[config.mk]
export PLATFORM = sky130hd
export DESIGN_NAME = rtpb_timer
export DESIGN_NICKNAME = d
export VERILOG_FILES = /design/src/rtpb_pkg.sv /design/src/rtpb_timer.sv
export SDC_FILE = /design/constraint.sdc
export NUM_CORES = 1
export LEC_CHECK = 0
export ABC_AREA = 1
export ABC_CLOCK_PERIOD_IN_PS = 1800
export BUFFER_PORTS_ARGS = -buffer_cell sky130_fd_sc_hd__buf_2
export CORE_UTILIZATION = 48
export CTS_CLUSTER_DIAMETER = 100
export DETAILED_ROUTE_END_ITERATION = 7
export HOLD_SLACK_MARGIN = 0.08
export PLACE_DENSITY = 0.73
export SYNTH_ARGS = -nofsm -noshare
export SYNTH_HDL_FRONTEND = slang
export SYNTH_SLANG_ARGS = --single-unit
[constraint.sdc]
create_clock -name clk_sys -period 1.8 [get_ports clk_sys]
set_input_delay 0 -clock clk_sys [delete_from_list [all_inputs] [get_ports clk_sys]]
set_output_delay 0 -clock clk_sys [all_outputs]
set_load 0.02 [all_outputs]
[src/rtpb_pkg.sv]
/*
  Constants, bus carriers and state layout for the reload timer with
  event counter, buzzer toggle and PWM output.
  Assumes an AXI4-Lite master with 32-bit data and a 12-bit byte address.
*/
// Functional notes
// outside PWM every overflow reloads the counter from the reload register automatically
// reload writes land in a holding buffer, moved to active at overflow
// software writes counter and reload equal before first enable
// software changes a running interval through reload, effective after overflow
// clock source select 1 counts falling edges of the event pin
// event counting overflows when the counter wraps from 0xFF to 0x00; the code loads the reload value after 0xFF instead
// event counting disables the event pin wake-up function
// event counting disables the pin interrupt and holds its flag at zero
// buzzer output inverts at each overflow, period two intervals
// buzzer and PWM overflows still set the flag and request interrupt
// toggle enable steers the shared pin to the buzzer, clear restores GPIO
// software keeps PWM enable 0 while using the buzzer
// enabled timer with PWM enable drives high phase then low phase
// in PWM the counter starts from zero at enable and after overflow
// in PWM the output goes low when counter equals the duty value
// in PWM an overflow ends the cycle and drives the output high
// a new duty takes effect at the next cycle via overflow transfer
// reload and toggle bits choose 256, 64, 32 or 16 PWM steps
// software keeps the duty inside the chosen resolution range
// PWM enable steers the pin to PWM, clear restores GPIO, timer runs
// PWM: prescaler sets cycle, resolution bits steps, reload the high width
// prescaler select 000..111 divides by 256 down to 2
// counter holds while the enable bit is 0, counts while 1
// each overflow sets the overflow flag until software clears it
// reload and toggle bits act as such only while PWM enable is 0
// the event pin is synchronised before falling edges are detected
// in PWM the active buffer updates at every overflow regardless of reload bit
package rtpb_pkg;

  // register indices; byte address is four times the index
  localparam logic [7:0] RTPB_IDX_RELOAD = 8'hCD;
  localparam logic [7:0] RTPB_IDX_MODE = 8'hDA;
  localparam logic [7:0] RTPB_IDX_COUNT = 8'hDB;
  localparam logic [7:0] RTPB_IDX_FLAGS = 8'hCE;
  localparam logic [1:0] RTPB_ADDR_HI = 2'h0;

  // mode_control fields
  localparam int RTPB_MB_PWM = 0;
  localparam int RTPB_MB_TOG = 1;
  localparam int RTPB_MB_ALD = 2;
  localparam int RTPB_MB_CKS = 3;
  localparam int RTPB_MB_RATE = 4;
  localparam int RTPB_MB_ENB = 7;

  // flags register fields
  localparam int RTPB_FB_OVF = 0;
  localparam int RTPB_FB_IEN = 1;
  localparam int RTPB_FB_EVIRQ = 2;

  localparam logic [7:0] RTPB_RST_BYTE = 8'h00;
  localparam logic [7:0] RTPB_CNT_ONE = 8'h01;
  localparam logic [7:0] RTPB_MASK_256 = 8'hFF;
  localparam logic [7:0] RTPB_MASK_64 = 8'h3F;
  localparam logic [7:0] RTPB_MASK_32 = 8'h1F;
  localparam logic [7:0] RTPB_MASK_16 = 8'h0F;

  localparam logic [1:0] RTPB_RESP_OKAY = 2'h0;
  localparam logic [1:0] RTPB_RESP_SLVERR = 2'h2;

  typedef struct packed {
    logic awvalid;
    logic [11:0] awaddr;
    logic wvalid;
    logic [31:0] wdata;
    logic [3:0] wstrb;
    logic bready;
    logic arvalid;
    logic [11:0] araddr;
    logic rready;
  } rtpb_axi_req_s;

  typedef struct packed {
    logic awready;
    logic wready;
    logic bvalid;
    logic [1:0] bresp;
    logic arready;
    logic rvalid;
    logic [31:0] rdata;
    logic [1:0] rresp;
  } rtpb_axi_rsp_s;

  typedef struct packed {
    rtpb_axi_rsp_s rsp;
    logic aw_ok;
    logic [11:0] aw_addr;
    logic w_ok;
    logic [7:0] w_data;
    logic w_lane;
    logic [7:0] mode;
    logic [7:0] cnt;
    logic [7:0] hold;
    logic [7:0] active;
    logic ovf;
    logic ien;
    logic evirq;
    logic [7:0] presc;
    logic ev_s1;
    logic ev_s2;
    logic ev_s3;
    logic enb_d;
    logic pwm_lvl;
    logic buzz;
    logic pin_out;
    logic pin_oe;
    logic wake_en;
    logic pin_irq_en;
    logic irq;
  } rtpb_state_s;

endpackage : rtpb_pkg

[src/rtpb_timer.sv]
/*
  Reload timer: 8-bit up counter with double-buffered reload, event
  counting on a pin, buzzer toggle and PWM on a shared output pin.
  Assumes an AXI4-Lite master on clk_sys, the GPIO block on the same
  clock, and an event pin that is asynchronous to clk_sys.
*/
`timescale 1ns/1ps
`default_nettype none
module rtpb_timer
  import rtpb_pkg::*;
(
  // clock and reset
  input wire logic clk_sys,
  input wire logic resetn,
  // register bus
  input wire rtpb_axi_req_s s_axi_req,
  output rtpb_axi_rsp_s s_axi_rsp,
  // event pin and its GPIO side
  input wire logic event_input_pin,
  output logic event_wake_enable,
  output logic event_pin_irq_enable,
  output logic event_pin_irq_flag,
  // shared waveform pin and its GPIO setting
  input wire logic gpio_out,
  input wire logic gpio_oe,
  output logic waveform_output_pin_out,
  output logic waveform_output_pin_oe,
  // overflow interrupt request
  output logic overflow_irq
);

  rtpb_state_s s;
  rtpb_state_s n;

  logic enb;
  logic pwm;
  logic cks;
  logic [7:0] pmask;
  logic [7:0] bmask;
  logic tick;
  logic ev_fall;
  logic at_top;
  logic ovf_ev;
  logic pwm_start;
  logic do_wr;
  logic wr_hit;
  logic wr_mode;
  logic wr_cnt;
  logic wr_rel;
  logic wr_flg;
  logic [7:0] cnt_inc;
  logic [7:0] duty;

  always_comb begin
    n = s;
    enb = s.mode[RTPB_MB_ENB];
    pwm = s.mode[RTPB_MB_PWM];
    cks = s.mode[RTPB_MB_CKS];
    cnt_inc = 8'(s.cnt + RTPB_CNT_ONE);

    // bus write channels, taken in either order
    if (s.rsp.bvalid && s_axi_req.bready) begin
      n.rsp.bvalid = 1'b0;
    end
    if (s.rsp.awready && s_axi_req.awvalid) begin
      n.aw_ok = 1'b1;
      n.aw_addr = s_axi_req.awaddr;
    end
    if (s.rsp.wready && s_axi_req.wvalid) begin
      n.w_ok = 1'b1;
      n.w_data = s_axi_req.wdata[7:0];
      n.w_lane = s_axi_req.wstrb[0];
    end
    do_wr = s.aw_ok && s.w_ok && !s.rsp.bvalid;
    wr_hit = s.aw_addr[11:10] == RTPB_ADDR_HI;
    wr_mode = do_wr && wr_hit && s.w_lane && s.aw_addr[9:2] == RTPB_IDX_MODE;
    wr_cnt = do_wr && wr_hit && s.w_lane && s.aw_addr[9:2] == RTPB_IDX_COUNT;
    wr_rel = do_wr && wr_hit && s.w_lane && s.aw_addr[9:2] == RTPB_IDX_RELOAD;
    wr_flg = do_wr && wr_hit && s.w_lane && s.aw_addr[9:2] == RTPB_IDX_FLAGS;
    if (do_wr) begin
      n.aw_ok = 1'b0;
      n.w_ok = 1'b0;
      n.rsp.bvalid = 1'b1;
      if (wr_hit && (s.aw_addr[9:2] == RTPB_IDX_MODE || s.aw_addr[9:2] == RTPB_IDX_COUNT ||
          s.aw_addr[9:2] == RTPB_IDX_RELOAD || s.aw_addr[9:2] == RTPB_IDX_FLAGS)) begin
        n.rsp.bresp = RTPB_RESP_OKAY;
      end else begin
        n.rsp.bresp = RTPB_RESP_SLVERR;
      end
    end
    n.rsp.awready = !n.aw_ok && !n.rsp.bvalid;
    n.rsp.wready = !n.w_ok && !n.rsp.bvalid;

    // bus read channel; the reload register is write-only and reads zero
    if (s.rsp.rvalid && s_axi_req.rready) begin
      n.rsp.rvalid = 1'b0;
    end
    if (s.rsp.arready && s_axi_req.arvalid) begin
      n.rsp.rvalid = 1'b1;
      n.rsp.rdata = '0;
      n.rsp.rresp = RTPB_RESP_OKAY;
      if (s_axi_req.araddr[11:10] != RTPB_ADDR_HI) begin
        n.rsp.rresp = RTPB_RESP_SLVERR;
      end else if (s_axi_req.araddr[9:2] == RTPB_IDX_MODE) begin
        n.rsp.rdata[7:0] = s.mode;
      end else if (s_axi_req.araddr[9:2] == RTPB_IDX_COUNT) begin
        n.rsp.rdata[7:0] = s.cnt;
      end else if (s_axi_req.araddr[9:2] == RTPB_IDX_FLAGS) begin
        n.rsp.rdata[RTPB_FB_OVF] = s.ovf;
        n.rsp.rdata[RTPB_FB_IEN] = s.ien;
        n.rsp.rdata[RTPB_FB_EVIRQ] = s.evirq;
      end else if (s_axi_req.araddr[9:2] != RTPB_IDX_RELOAD) begin
        n.rsp.rresp = RTPB_RESP_SLVERR;
      end
    end
    n.rsp.arready = !n.rsp.rvalid;

    // event pin: two flops, then a third stage for the edge
    n.ev_s1 = event_input_pin;
    n.ev_s2 = s.ev_s1;
    n.ev_s3 = s.ev_s2;
    ev_fall = s.ev_s3 && !s.ev_s2;

    // free-running prescaler; select 000 divides by 256, 111 by 2
    // never cleared, so the first tick after enable may come up to one divisor early
    n.presc = 8'(s.presc + RTPB_CNT_ONE);
    pmask = RTPB_MASK_256 >> s.mode[RTPB_MB_RATE +: 3];
    tick = enb && (cks ? ev_fall : (s.presc & pmask) == pmask);

    // overflow boundary follows the PWM resolution
    if (!pwm) begin
      bmask = RTPB_MASK_256;
    end else begin
      unique case ({s.mode[RTPB_MB_ALD], s.mode[RTPB_MB_TOG]})
        2'b00: bmask = RTPB_MASK_256;
        2'b01: bmask = RTPB_MASK_64;
        2'b10: bmask = RTPB_MASK_32;
        2'b11: bmask = RTPB_MASK_16;
      endcase
    end
    at_top = (s.cnt & bmask) == bmask;
    // a stale count on the PWM start cycle is no overflow; the cycle restarts at zero
    pwm_start = pwm && enb && !s.enb_d;
    ovf_ev = tick && at_top && !pwm_start;
    duty = s.active & bmask;

    // counting and overflow
    n.enb_d = enb;
    if (pwm_start) begin
      n.cnt = RTPB_RST_BYTE;
      n.pwm_lvl = 1'b1;
    end else if (ovf_ev) begin
      n.active = s.hold;
      n.cnt = pwm ? RTPB_RST_BYTE : s.hold;
      n.buzz = !s.buzz;
      n.pwm_lvl = 1'b1;
    end else begin
      if (tick) begin
        n.cnt = cnt_inc;
      end
      if (pwm && enb && s.cnt == duty) begin
        n.pwm_lvl = 1'b0;
      end
    end

    // software writes win over the counter's own step
    if (wr_mode) begin
      n.mode = s.w_data;
    end
    if (wr_cnt) begin
      n.cnt = s.w_data;
    end
    if (wr_rel) begin
      n.hold = s.w_data;
      // a stopped timer has no cycle to protect, so the duty applies at once
      if (!enb) begin
        n.active = s.w_data;
      end
    end

    // flags: write 1 clears, a set in the same cycle wins
    if (wr_flg) begin
      n.ien = s.w_data[RTPB_FB_IEN];
      if (s.w_data[RTPB_FB_OVF]) begin
        n.ovf = 1'b0;
      end
      if (s.w_data[RTPB_FB_EVIRQ]) begin
        n.evirq = 1'b0;
      end
    end
    if (ovf_ev) begin
      n.ovf = 1'b1;
    end
    if (ev_fall) begin
      n.evirq = 1'b1;
    end
    if (n.mode[RTPB_MB_CKS]) begin
      n.evirq = 1'b0;
    end
    n.wake_en = !n.mode[RTPB_MB_CKS];
    n.pin_irq_en = !n.mode[RTPB_MB_CKS];
    n.irq = n.ovf && n.ien;

    // shared pin: PWM first, then buzzer, else the GPIO setting
    if (n.mode[RTPB_MB_PWM]) begin
      n.pin_oe = 1'b1;
      n.pin_out = n.mode[RTPB_MB_ENB] && n.pwm_lvl;
    end else if (n.mode[RTPB_MB_TOG]) begin
      n.pin_oe = 1'b1;
      n.pin_out = n.buzz;
    end else begin
      n.pin_oe = gpio_oe;
      n.pin_out = gpio_out;
    end
  end

  always_ff @(posedge clk_sys or negedge resetn) begin
    if (!resetn) begin
      s <= '0;
    end else begin
      s <= n;
    end
  end

  assign s_axi_rsp = s.rsp;
  assign event_wake_enable = s.wake_en;
  assign event_pin_irq_enable = s.pin_irq_en;
  assign event_pin_irq_flag = s.evirq;
  assign waveform_output_pin_out = s.pin_out;
  assign waveform_output_pin_oe = s.pin_oe;
  assign overflow_irq = s.irq;
endmodule : rtpb_timer
`default_nettype wire

== Yosys cells after proc, flatten, opt, wreduce, memory -nomap -nowiden ==
Index checks and enable logic that the tools add are counted.
Word-level totals
  register bits: 93
  input bits: 70
  output and inout bits: 47
  word-level logic and storage cells: 142
Cells by class
  add/subtract/negate cells: 2
  eq/ne operators: 14
  shift operators: 1
  mux-type cells: 45
  bitwise gates (word level): 3
  reductions and logical operators: 45
Operator list (number)
  two-way mux 8 bit: 13
  equality test 8 bit (second input constant): 7
  two-way mux 35 bit: 1
  one-hot mux 8 bit (4 select lines): 1
  logical AND 1 bit: 25
  bitwise AND 8 bit: 3
  equality test 8 bit: 3
  adder 8 x 1 -> 8 bit (second input constant): 2
  two-way mux 2 bit: 8
  two-way mux 1 bit: 15
  two-way mux 13 bit: 1
  two-way mux 3 bit: 4
  logical NOT 1 bit: 10
  two-way mux 10 bit: 1
  != test 8 bit (second input constant): 1
  right shift 8 x 3 -> 8 bit (first input constant): 1
  nonzero test 3 bit: 2
  two-way mux 5 bit: 1
  equality test 2 bit (second input constant): 2
  logical NOT 2 bit: 2
  nonzero test 4 bit: 1
  logical OR 1 bit: 3
  equality test 2 x 1 -> 1 bit (second input constant): 1
  AND reduction 2 bit: 1
  nonzero test 2 bit: 1

== Logic depth before layout (Yosys ltp) ==
Gate-level depths: netlist of the first run.
  depth after elaboration: 11
  depth in mapped cells: 12
  depth with buffers taken out: 11

== Least setup slack after synthesis of the first run ==
Ideal clock, no wire load.
  kind: flip-flop to flip-flop
  start point: register s[38] (netlist bit)
  end point: register s[27] (netlist bit)
  library setup time: 0.120 ns
  data arrival time: 1.531 ns
  data required time: 1.680 ns
  slack: 0.150 ns
  cell stages (with the launch flop): 12
  buffers on the path: 1
  clock period less this slack: 1.650 ns
  path through: dfrtp_1 > ha_1 > nand2_2 > nor2_4 > nand3_2 > nor2_4 > nand3_4 > buf_6 > nand2_1 > nand3_1 > o21ai_0 > inv_1
RTL lines
  start: declaration: line rtpb_timer.sv:32  | rtpb_state_s s;
  start signal: assignment: line rtpb_timer.sv:221  | s <= n;

== Worst setup path in the final report of the first run ==
  start point: register s, in the netlist pwm
  end point: register s[43] (netlist bit)
Between the ends
  cells in the longest elaborated chain, start to end: 8
  elaborated cells between the ends (all ways): 13
  classes of those cells: eq/ne (1); mux (5); bitwise (1); reduce/logical (6)
Ends and longest elaborated chain
  two-way mux 8 bit: line rtpb_timer.sv:131  | if (!pwm) begin
  bitwise AND 8 bit: line rtpb_timer.sv:141  | at_top = (s.cnt & bmask) == bmask;
  equality test 8 bit: line rtpb_timer.sv:141
  logical AND 1 bit (2 in a row): line rtpb_timer.sv:144  | ovf_ev = tick && at_top && !pwm_start;
  two-way mux 8 bit: line rtpb_timer.sv:152  | end else if (ovf_ev) begin
  two-way mux 8 bit: line rtpb_timer.sv:149  | if (pwm_start) begin
  two-way mux 8 bit: line rtpb_timer.sv:170  | if (wr_cnt) begin
Several ways; a longest one is shown, not always the timed one.
A chain may end at the register's enable or synchronous reset.

==> reports/summary.txt, run 1 <==
post-synthesis xor/xnor area fraction = 0.0260
placed standard-cell area = 0.00506 mm2
final core occ = 0.596
WL/cell = 13.2 um
Cell Rows = 35
Max IR drop VDD = 629 uV
Total Power Consumption = 4.80 mW
fraction of the mapped netlist area in adder cells = 0.00530
Worst Clk Skew = 0.0110 ns
count of max-cap constraint violations = 0
worst setup slack for register-to-register paths = 0.08 ns
sum of net half-perimeters after detailed placement = 7810 um
combinational family with the most area after synthesis = simple AND/OR/NAND/NOR gates
starting density of the core = 0.504
final design area excluding fillers = 0.00558 mm2
most frequently used cell type in the post-synthesis netlist = sky130_fd_sc_hd__nand2_1
clock tree from TritonCTS = done
Worst Max-Slew Pin Slew = 0.572 ns
Data required, critical path = 2.08 ns
worst hold slack after final layout = 0.0910 ns
endpoint of the worst setup timing path = s[43]
crit path time final = 1.72 ns
class of the worst hold path = in2reg
synth top area cells = sky130_fd_sc_hd__dfrtp_1 47%, sky130_fd_sc_hd__nand2_1 11%, sky130_fd_sc_hd__buf_4 6.8%
port buffer count = 59
number of antenna cells inserted = 0
detail-routed via count per cell = 5.03
fill cell instance count of the final layout = 862
fin nets = 757
full die area = 0.0102 mm2
dpl ws = 0.0945 ns
final wirelength = 10800 um
share of the clock period used by the worst path = 0.954
highest-delay cell along the critical path = sky130_fd_sc_hd__dfrtp_2
DRC violation count after routing = 0
logic depth of the worst register-to-register path = 8
number of distinct standard cells referenced by the synthesized netlist = 37
Avg Synthesized Cell Area = 8.00 um2
y dimension of the die = 101 um
clock transition at the registers of the reported paths = 0.09 ns
pin count of the biggest net entering global routing = 44
R2R Path End = s[43]
Worst slew margin = 0.619
gate count after technology mapping = 590
worst reg2reg path startpoint = pwm
RSZ-0062 raised after global routing = true
Core ar. = 0.00937 mm2
highest clock rate = 583 MHz
launch point of the worst path = pwm
number of buffers created by CTS = 9
count of pins over their slew limit = 0
outcome = finished clean
Yosys warning total = 0
Post-synth EDFFs = 0
maximum fanout along the worst path = 10
delay contributed by the slowest stage of the critical path = 0.47 ns
post-layout worst setup margin = 0.0835 ns
synthesis-to-finish area growth = 18.3%
number of endpoints failing setup at the final stage = 0
First-pass DRT Iterations = 5
Synth Area in Compound Gates = 0.105
Leak = 2.91 nW
final weighted congestion of routability-driven global placement = 0.909
post-synthesis simple-gate area fraction = 0.247
netlist area before placement = 0.00472 mm2
initial antenna violation count = 0
starting DRC count in detailed routing = 239
category of the critical setup timing path = reg2reg
dominant synthesized flop cell = sky130_fd_sc_hd__dfrtp_1
kind of end point of the critical path = flip-flop
Sink Count = 89
Yosys top cell area share = 0.472
DR vias = 4122
die width = 101 um
global-route usage over all layers = 0.226
WP data arrival = 1.99 ns
library cell occupying the most area in the post-synthesis netlist = sky130_fd_sc_hd__dfrtp_1
antenna-violating nets left = 0
clk buf depth = 2
most frequent cells after synthesis = 137 x sky130_fd_sc_hd__nand2_1, 89 x sky130_fd_sc_hd__dfrtp_1, 69 x sky130_fd_sc_hd__inv_1
number of global-route vias before repair = 3881
cell area power density = 859 mW/mm2
clock network latency to the later pin of the worst-skew pair = 0.36 ns
share of cell area taken by muxes after synthesis = 0
H-tree lvl count = 3
Setup crit start kind = flip-flop
I/O pin count = 117
flip-flop and latch count after synthesis = 89
cell-by-cell trace of the critical path = nand2_1 -> or2_1 -> nand3_2 -> nor2_4 -> nand3_2 -> nand2_1 -> nand3_1 -> a21oi_1
cell at the root of the clock tree = sky130_fd_sc_hd__clkbuf_8
fraction of final layout cells with drive strength greater than 1 = 0.175
first-pass GRT wire length = 17700 um
share of synthesized flip-flops with an asynchronous set or reset = 1.00
global route overflow = 0
final hold violation count = 0
sequential cell area fraction in the yosys report = 0.472
[cell families (layout without fill, tap and decap cells)]
| kind of cell | after synthesis | after routing |
|---|---|---|
| flops | 89 | 89 |
| compound gates | 94 | 94 |
| fa+ha+maj | 2 | 2 |
| buf+inv | 131 | 205 |
| xor+xnor | 14 | 14 |
| other cells | 1 | 26 |
| simple gates | 259 | 260 |
[what timing repair did]
item,CTS,global route
setup buffers,0,1
endpoints found under the setup margin,0,20
endpoints found under the hold margin,69,0
hold buffers,30,0
gates resized for setup,0,9
[layout by cell type, fill, tap and decap left out, types with 26 or more instances in the layout]
cell type,netlist,layout
sky130_fd_sc_hd__buf_2,6,58
sky130_fd_sc_hd__nand2_1,137,135
sky130_fd_sc_hd__buf_4,43,27
sky130_fd_sc_hd__inv_1,69,69
sky130_fd_sc_hd__o21ai_0,53,53
sky130_fd_sc_hd__conb_1,1,26
sky130_fd_sc_hd__nor2_1,43,42
sky130_fd_sc_hd__dlygate4sd3_1,0,30
sky130_fd_sc_hd__dfrtp_1,89,87
sky130_fd_sc_hd__nand3_1,36,36
sky130_fd_sc_hd__a21oi_1,30,30
[worst min path at each step]
stage	start	to	slack [ns]	cells past startpoint
6_report	s_axi_req[13]	s_axi_rsp[4]	0.09	4
4_1_cts	s_axi_req[64]	s[66]	0.09	4
3_3_place_gp	resetn	s[40]	0.03	1
5_1_grt	s_axi_req[13]	s_axi_rsp[3]	0.15	4
2_1_floorplan	resetn	cks	-0.30	0
3_5_place_dp	resetn	s[40]	0.03	1
[power breakdown]
part	leakage, nW	internal [mW]	switching (mW)
Sequential	1.15	2.29	0.185
Combinational	1.68	0.359	0.727
Clock	0.0762	0.510	0.730
Total	2.91	3.16	1.64
[per-stage QoR]
stage | std cells | setup TNS (ns)
floorplan | 615 | 0
global placement | 771 | 0
detailed placement | 771 | 0
global route | 819 | -0.0608
finish | 819 | 0
CTS | 817 | 0
[area by class of cell]
type | instances | area [um2] | area share
sequential | 89 | 2230 | 0.399
multi-input combinational | 396 | 1940 | 0.347
timing repair buffer | 116 | 805 | 0.144
inverter | 73 | 278 | 0.0498
tap | 129 | 161 | 0.0289
clock buffer | 11 | 131 | 0.0235
clock inverter | 5 | 40.0 | 0.00717
[state kept, by name, indices dropped and copies added, names as in the netlist]
name / count
overflow_irq: 1
enb: 1
s: 64
event_pin_irq_enable: 1
n: 2
event_pin_irq_flag: 1
pwm: 1
s_axi_rsp: 15
waveform_output_pin_out: 1
cks: 1
waveform_output_pin_oe: 1
[metal layers]
metal  part of all wire  global-route usage  up-vias
li1                   -                   -     2025
met1               0.46               0.296     1914
met2               0.47               0.376      161
met3              0.054              0.0317       22
met4              0.025              0.0959        0
met5                  0                   0        -
[critical path, delay by kind of cell (launching register included)]
kind	cells	cell delay, ns
AND/OR/NAND/NOR	7	1.01
flip-flops	1	0.47
AO/OA/AOI/OAI	1	0.14
Power figures use the tool's default switching activity.
==> run 2, diff against run 1 <==
--- a/config.mk
+++ b/config.mk
@@ -15,2 +15,3 @@
 export PLACE_DENSITY = 0.73
+export SLEW_MARGIN = 20
 export SYNTH_ARGS = -nofsm -noshare
==> constraint.sdc (replaced) <==
create_clock -name clk_sys -period 1.8 [get_ports clk_sys]
set_input_delay 0.09 -clock clk_sys [delete_from_list [all_inputs] [get_ports clk_sys]]
set_output_delay 0.09 -clock clk_sys [all_outputs]
set_load 0.02 [all_outputs]
==> run 2 against run 1 <==
  * Global-route usage up 0.53 points
  * Hold slack better by 0.083 ns
  * Non-clock buffer count down 4
  * Critical path type unchanged
  * Largest power group unchanged
==> reports/summary.txt, run 2 (synthesized netlist as in run 1, its figures left out) <==
outcome = finished clean
count of max-cap constraint violations = 0 (unchanged)
clock transition at the registers of the reported paths = 0.10 ns (about the same)
Core ar. = 0.00937 mm2 (unchanged)
category of the critical setup timing path = reg2reg
Worst Clk Skew = 0.0173 ns (+0.00627 ns)
Cell Rows = 35 (unchanged)
logic depth of the worst register-to-register path = 8 (unchanged)
final design area excluding fillers = 0.00564 mm2 (+0.99%)
Worst Max-Slew Pin Slew = 0.582 ns (+0.0104 ns)
Top reg by flops = s
most common cell after layout, fill and taps aside = sky130_fd_sc_hd__nand2_1
global route overflow = 0 (unchanged)
WP data arrival = 1.99 ns (about the same)
Setup TNS = 0 ns (unchanged)
detail-routed via count per cell = 4.99 (-0.80%)
Max IR drop VDD = 730 uV (+16%)
global-route usage over all layers = 0.231 (+0.00527)
clock network latency to the later pin of the worst-skew pair = 0.36 ns (about the same)
final wirelength = 10900 um (+1.2%)
initial antenna violation count = 0 (unchanged)
Leak = 2.92 nW (+0.48%)
final weighted congestion of routability-driven global placement = 0.882 (-2.9%)
DR vias = 4069 (-1.3%)
Worst slew margin = 0.612 (-0.00692)
crit path time final = 1.71 ns (-0.00469 ns)
clock tree from TritonCTS = done
I/O pin count = 117 (unchanged)
antenna-violating nets left = 0 (unchanged)
class of the worst hold path = in2reg
clk buf depth = 2 (unchanged)
hold path cells = 4 (unchanged)
cell area power density = 891 mW/mm2 (+3.6%)
worst hold slack after final layout = 0.174 ns (+0.0830 ns)
first-pass GRT wire length = 18300 um (+3.3%)
number of antenna cells inserted = 0 (unchanged)
Setup crit start kind = flip-flop
cell at the root of the clock tree = sky130_fd_sc_hd__clkbuf_8
R2R Path End = s[45]
worst setup slack for register-to-register paths = 0.09 ns (about the same)
hold worst-path end = s[67]
highest clock rate = 584 MHz (+0.27%)
final hold violation count = 0 (unchanged)
DRC violation count after routing = 0 (unchanged)
pin count of the biggest net entering global routing = 44 (unchanged)
worst reg2reg path startpoint = enb
sum of net half-perimeters after detailed placement = 7770 um (-0.59%)
Data required, critical path = 2.08 ns (about the same)
fraction of final layout cells with drive strength greater than 1 = 0.178 (+0.00248)
starting density of the core = 0.504 (unchanged)
share of the clock period used by the worst path = 0.951 (-0.00261)
kind of end point of the critical path = flip-flop
y dimension of the die = 101 um (unchanged)
synthesis-to-finish area growth = 19.4%
count of pins over their slew limit = 0 (unchanged)
port buffer count = 59 (unchanged)
Sink Count = 89 (unchanged)
full die area = 0.0102 mm2 (unchanged)
WL/cell = 13.4 um (+1.7%)
maximum fanout along the worst path = 10 (unchanged)
startpoint of the worst hold path = s_axi_req[64]
fin nets = 753 (-0.53%)
number of buffers created by CTS = 9 (unchanged)
H-tree lvl count = 3 (unchanged)
top library cells by usage in the layout, fill and taps aside = 135 x sky130_fd_sc_hd__nand2_1, 87 x sky130_fd_sc_hd__dfrtp_1, 68 x sky130_fd_sc_hd__inv_1
die width = 101 um (unchanged)
number of global-route vias before repair = 3880 (-0.026%)
placed standard-cell area = 0.00504 mm2 (-0.35%)
First-pass DRT Iterations = 5 (unchanged)
number of flip-flops in the largest register = 64 (unchanged)
number of endpoints failing setup at the final stage = 0 (unchanged)
starting DRC count in detailed routing = 224 (-6.3%)
-- run 2: power breakdown --
group          internal (mW)  leakage [nW]  total (mW)  switching (mW)
sequential              2.29          1.15        2.48           0.197
clock                  0.670         0.101        1.45           0.780
combinational          0.350          1.67        1.09           0.738
total                   3.31          2.92        5.02            1.71
-- run 2: worst max-delay path: stages (launching register included) --
cell and delay (ns):
sky130_fd_sc_hd__dfrtp_1 0.47, sky130_fd_sc_hd__nand2_1 0.11, sky130_fd_sc_hd__or2_1 0.19, sky130_fd_sc_hd__nand3_2 0.11
sky130_fd_sc_hd__nor2_4 0.20, sky130_fd_sc_hd__nand3_4 0.19, sky130_fd_sc_hd__nand2_1 0.11, sky130_fd_sc_hd__nand3_1 0.07
sky130_fd_sc_hd__a21oi_1 0.17
-- run 2: worst max-delay path by stage --
stage	startpoint	to	slack [ns]	depth (start not counted)
2_1_floorplan	s[38]	s[27]	0.15	11
3_3_place_gp	enb	waveform_output_pin_out	0.08	7
3_5_place_dp	pwm	s[45]	0.09	8
4_1_cts	enb	s[45]	0.05	6
5_1_grt	pwm	s[25]	-0.009	9
6_report	enb	s[45]	0.09	8
-- run 2: final cells by class --
cell class,instances,area [um2]
Fill cell,843,3730
Inverter,73,274
Tap cell,129,161
Clock inverter,7,90.1
Clock buffer,9,124
Multi-Input combinational cell,396,1970
Timing Repair Buffer,112,791
Sequential cell,89,2230
-- run 2: per-stage QoR --
| stage | setup slack [ns] | std cells | total power [mW] | utilization |
|---|---|---|---|---|
| 2_1_floorplan | 0.150 | 615 | 3.18 | - |
| 3_3_place_gp | 0.0827 | 767 | 3.42 | 0.538 |
| 3_5_place_dp | 0.0868 | 767 | 3.47 | 0.538 |
| 4_1_cts | 0.0539 | 813 | 5.01 | 0.593 |
| 5_1_grt | -0.00862 | 815 | 5.31 | 0.602 |
| 6_report | 0.0882 | 815 | 5.02 | 0.602 |
-- run 2: repair_timing --
| action | in CTS | in global routing |
|---|---|---|
| setup buffers | 0 | 1 |
| endpoints found under the hold margin | 68 | 0 |
| endpoints found under the setup margin | 0 | 23 |
| hold buffers | 30 | 0 |
| resized for setup | 0 | 16 |
-- run 2: metal layers --
metal	wire length, um	vias to the layer above	global-route usage	share of wire
li1	-	2022	-	-
met5	0	-	0	0
met3	612	12	0.0414	0.056
met2	5140	156	0.383	0.47
met1	5030	1879	0.312	0.46
met4	154	0	0.0658	0.014
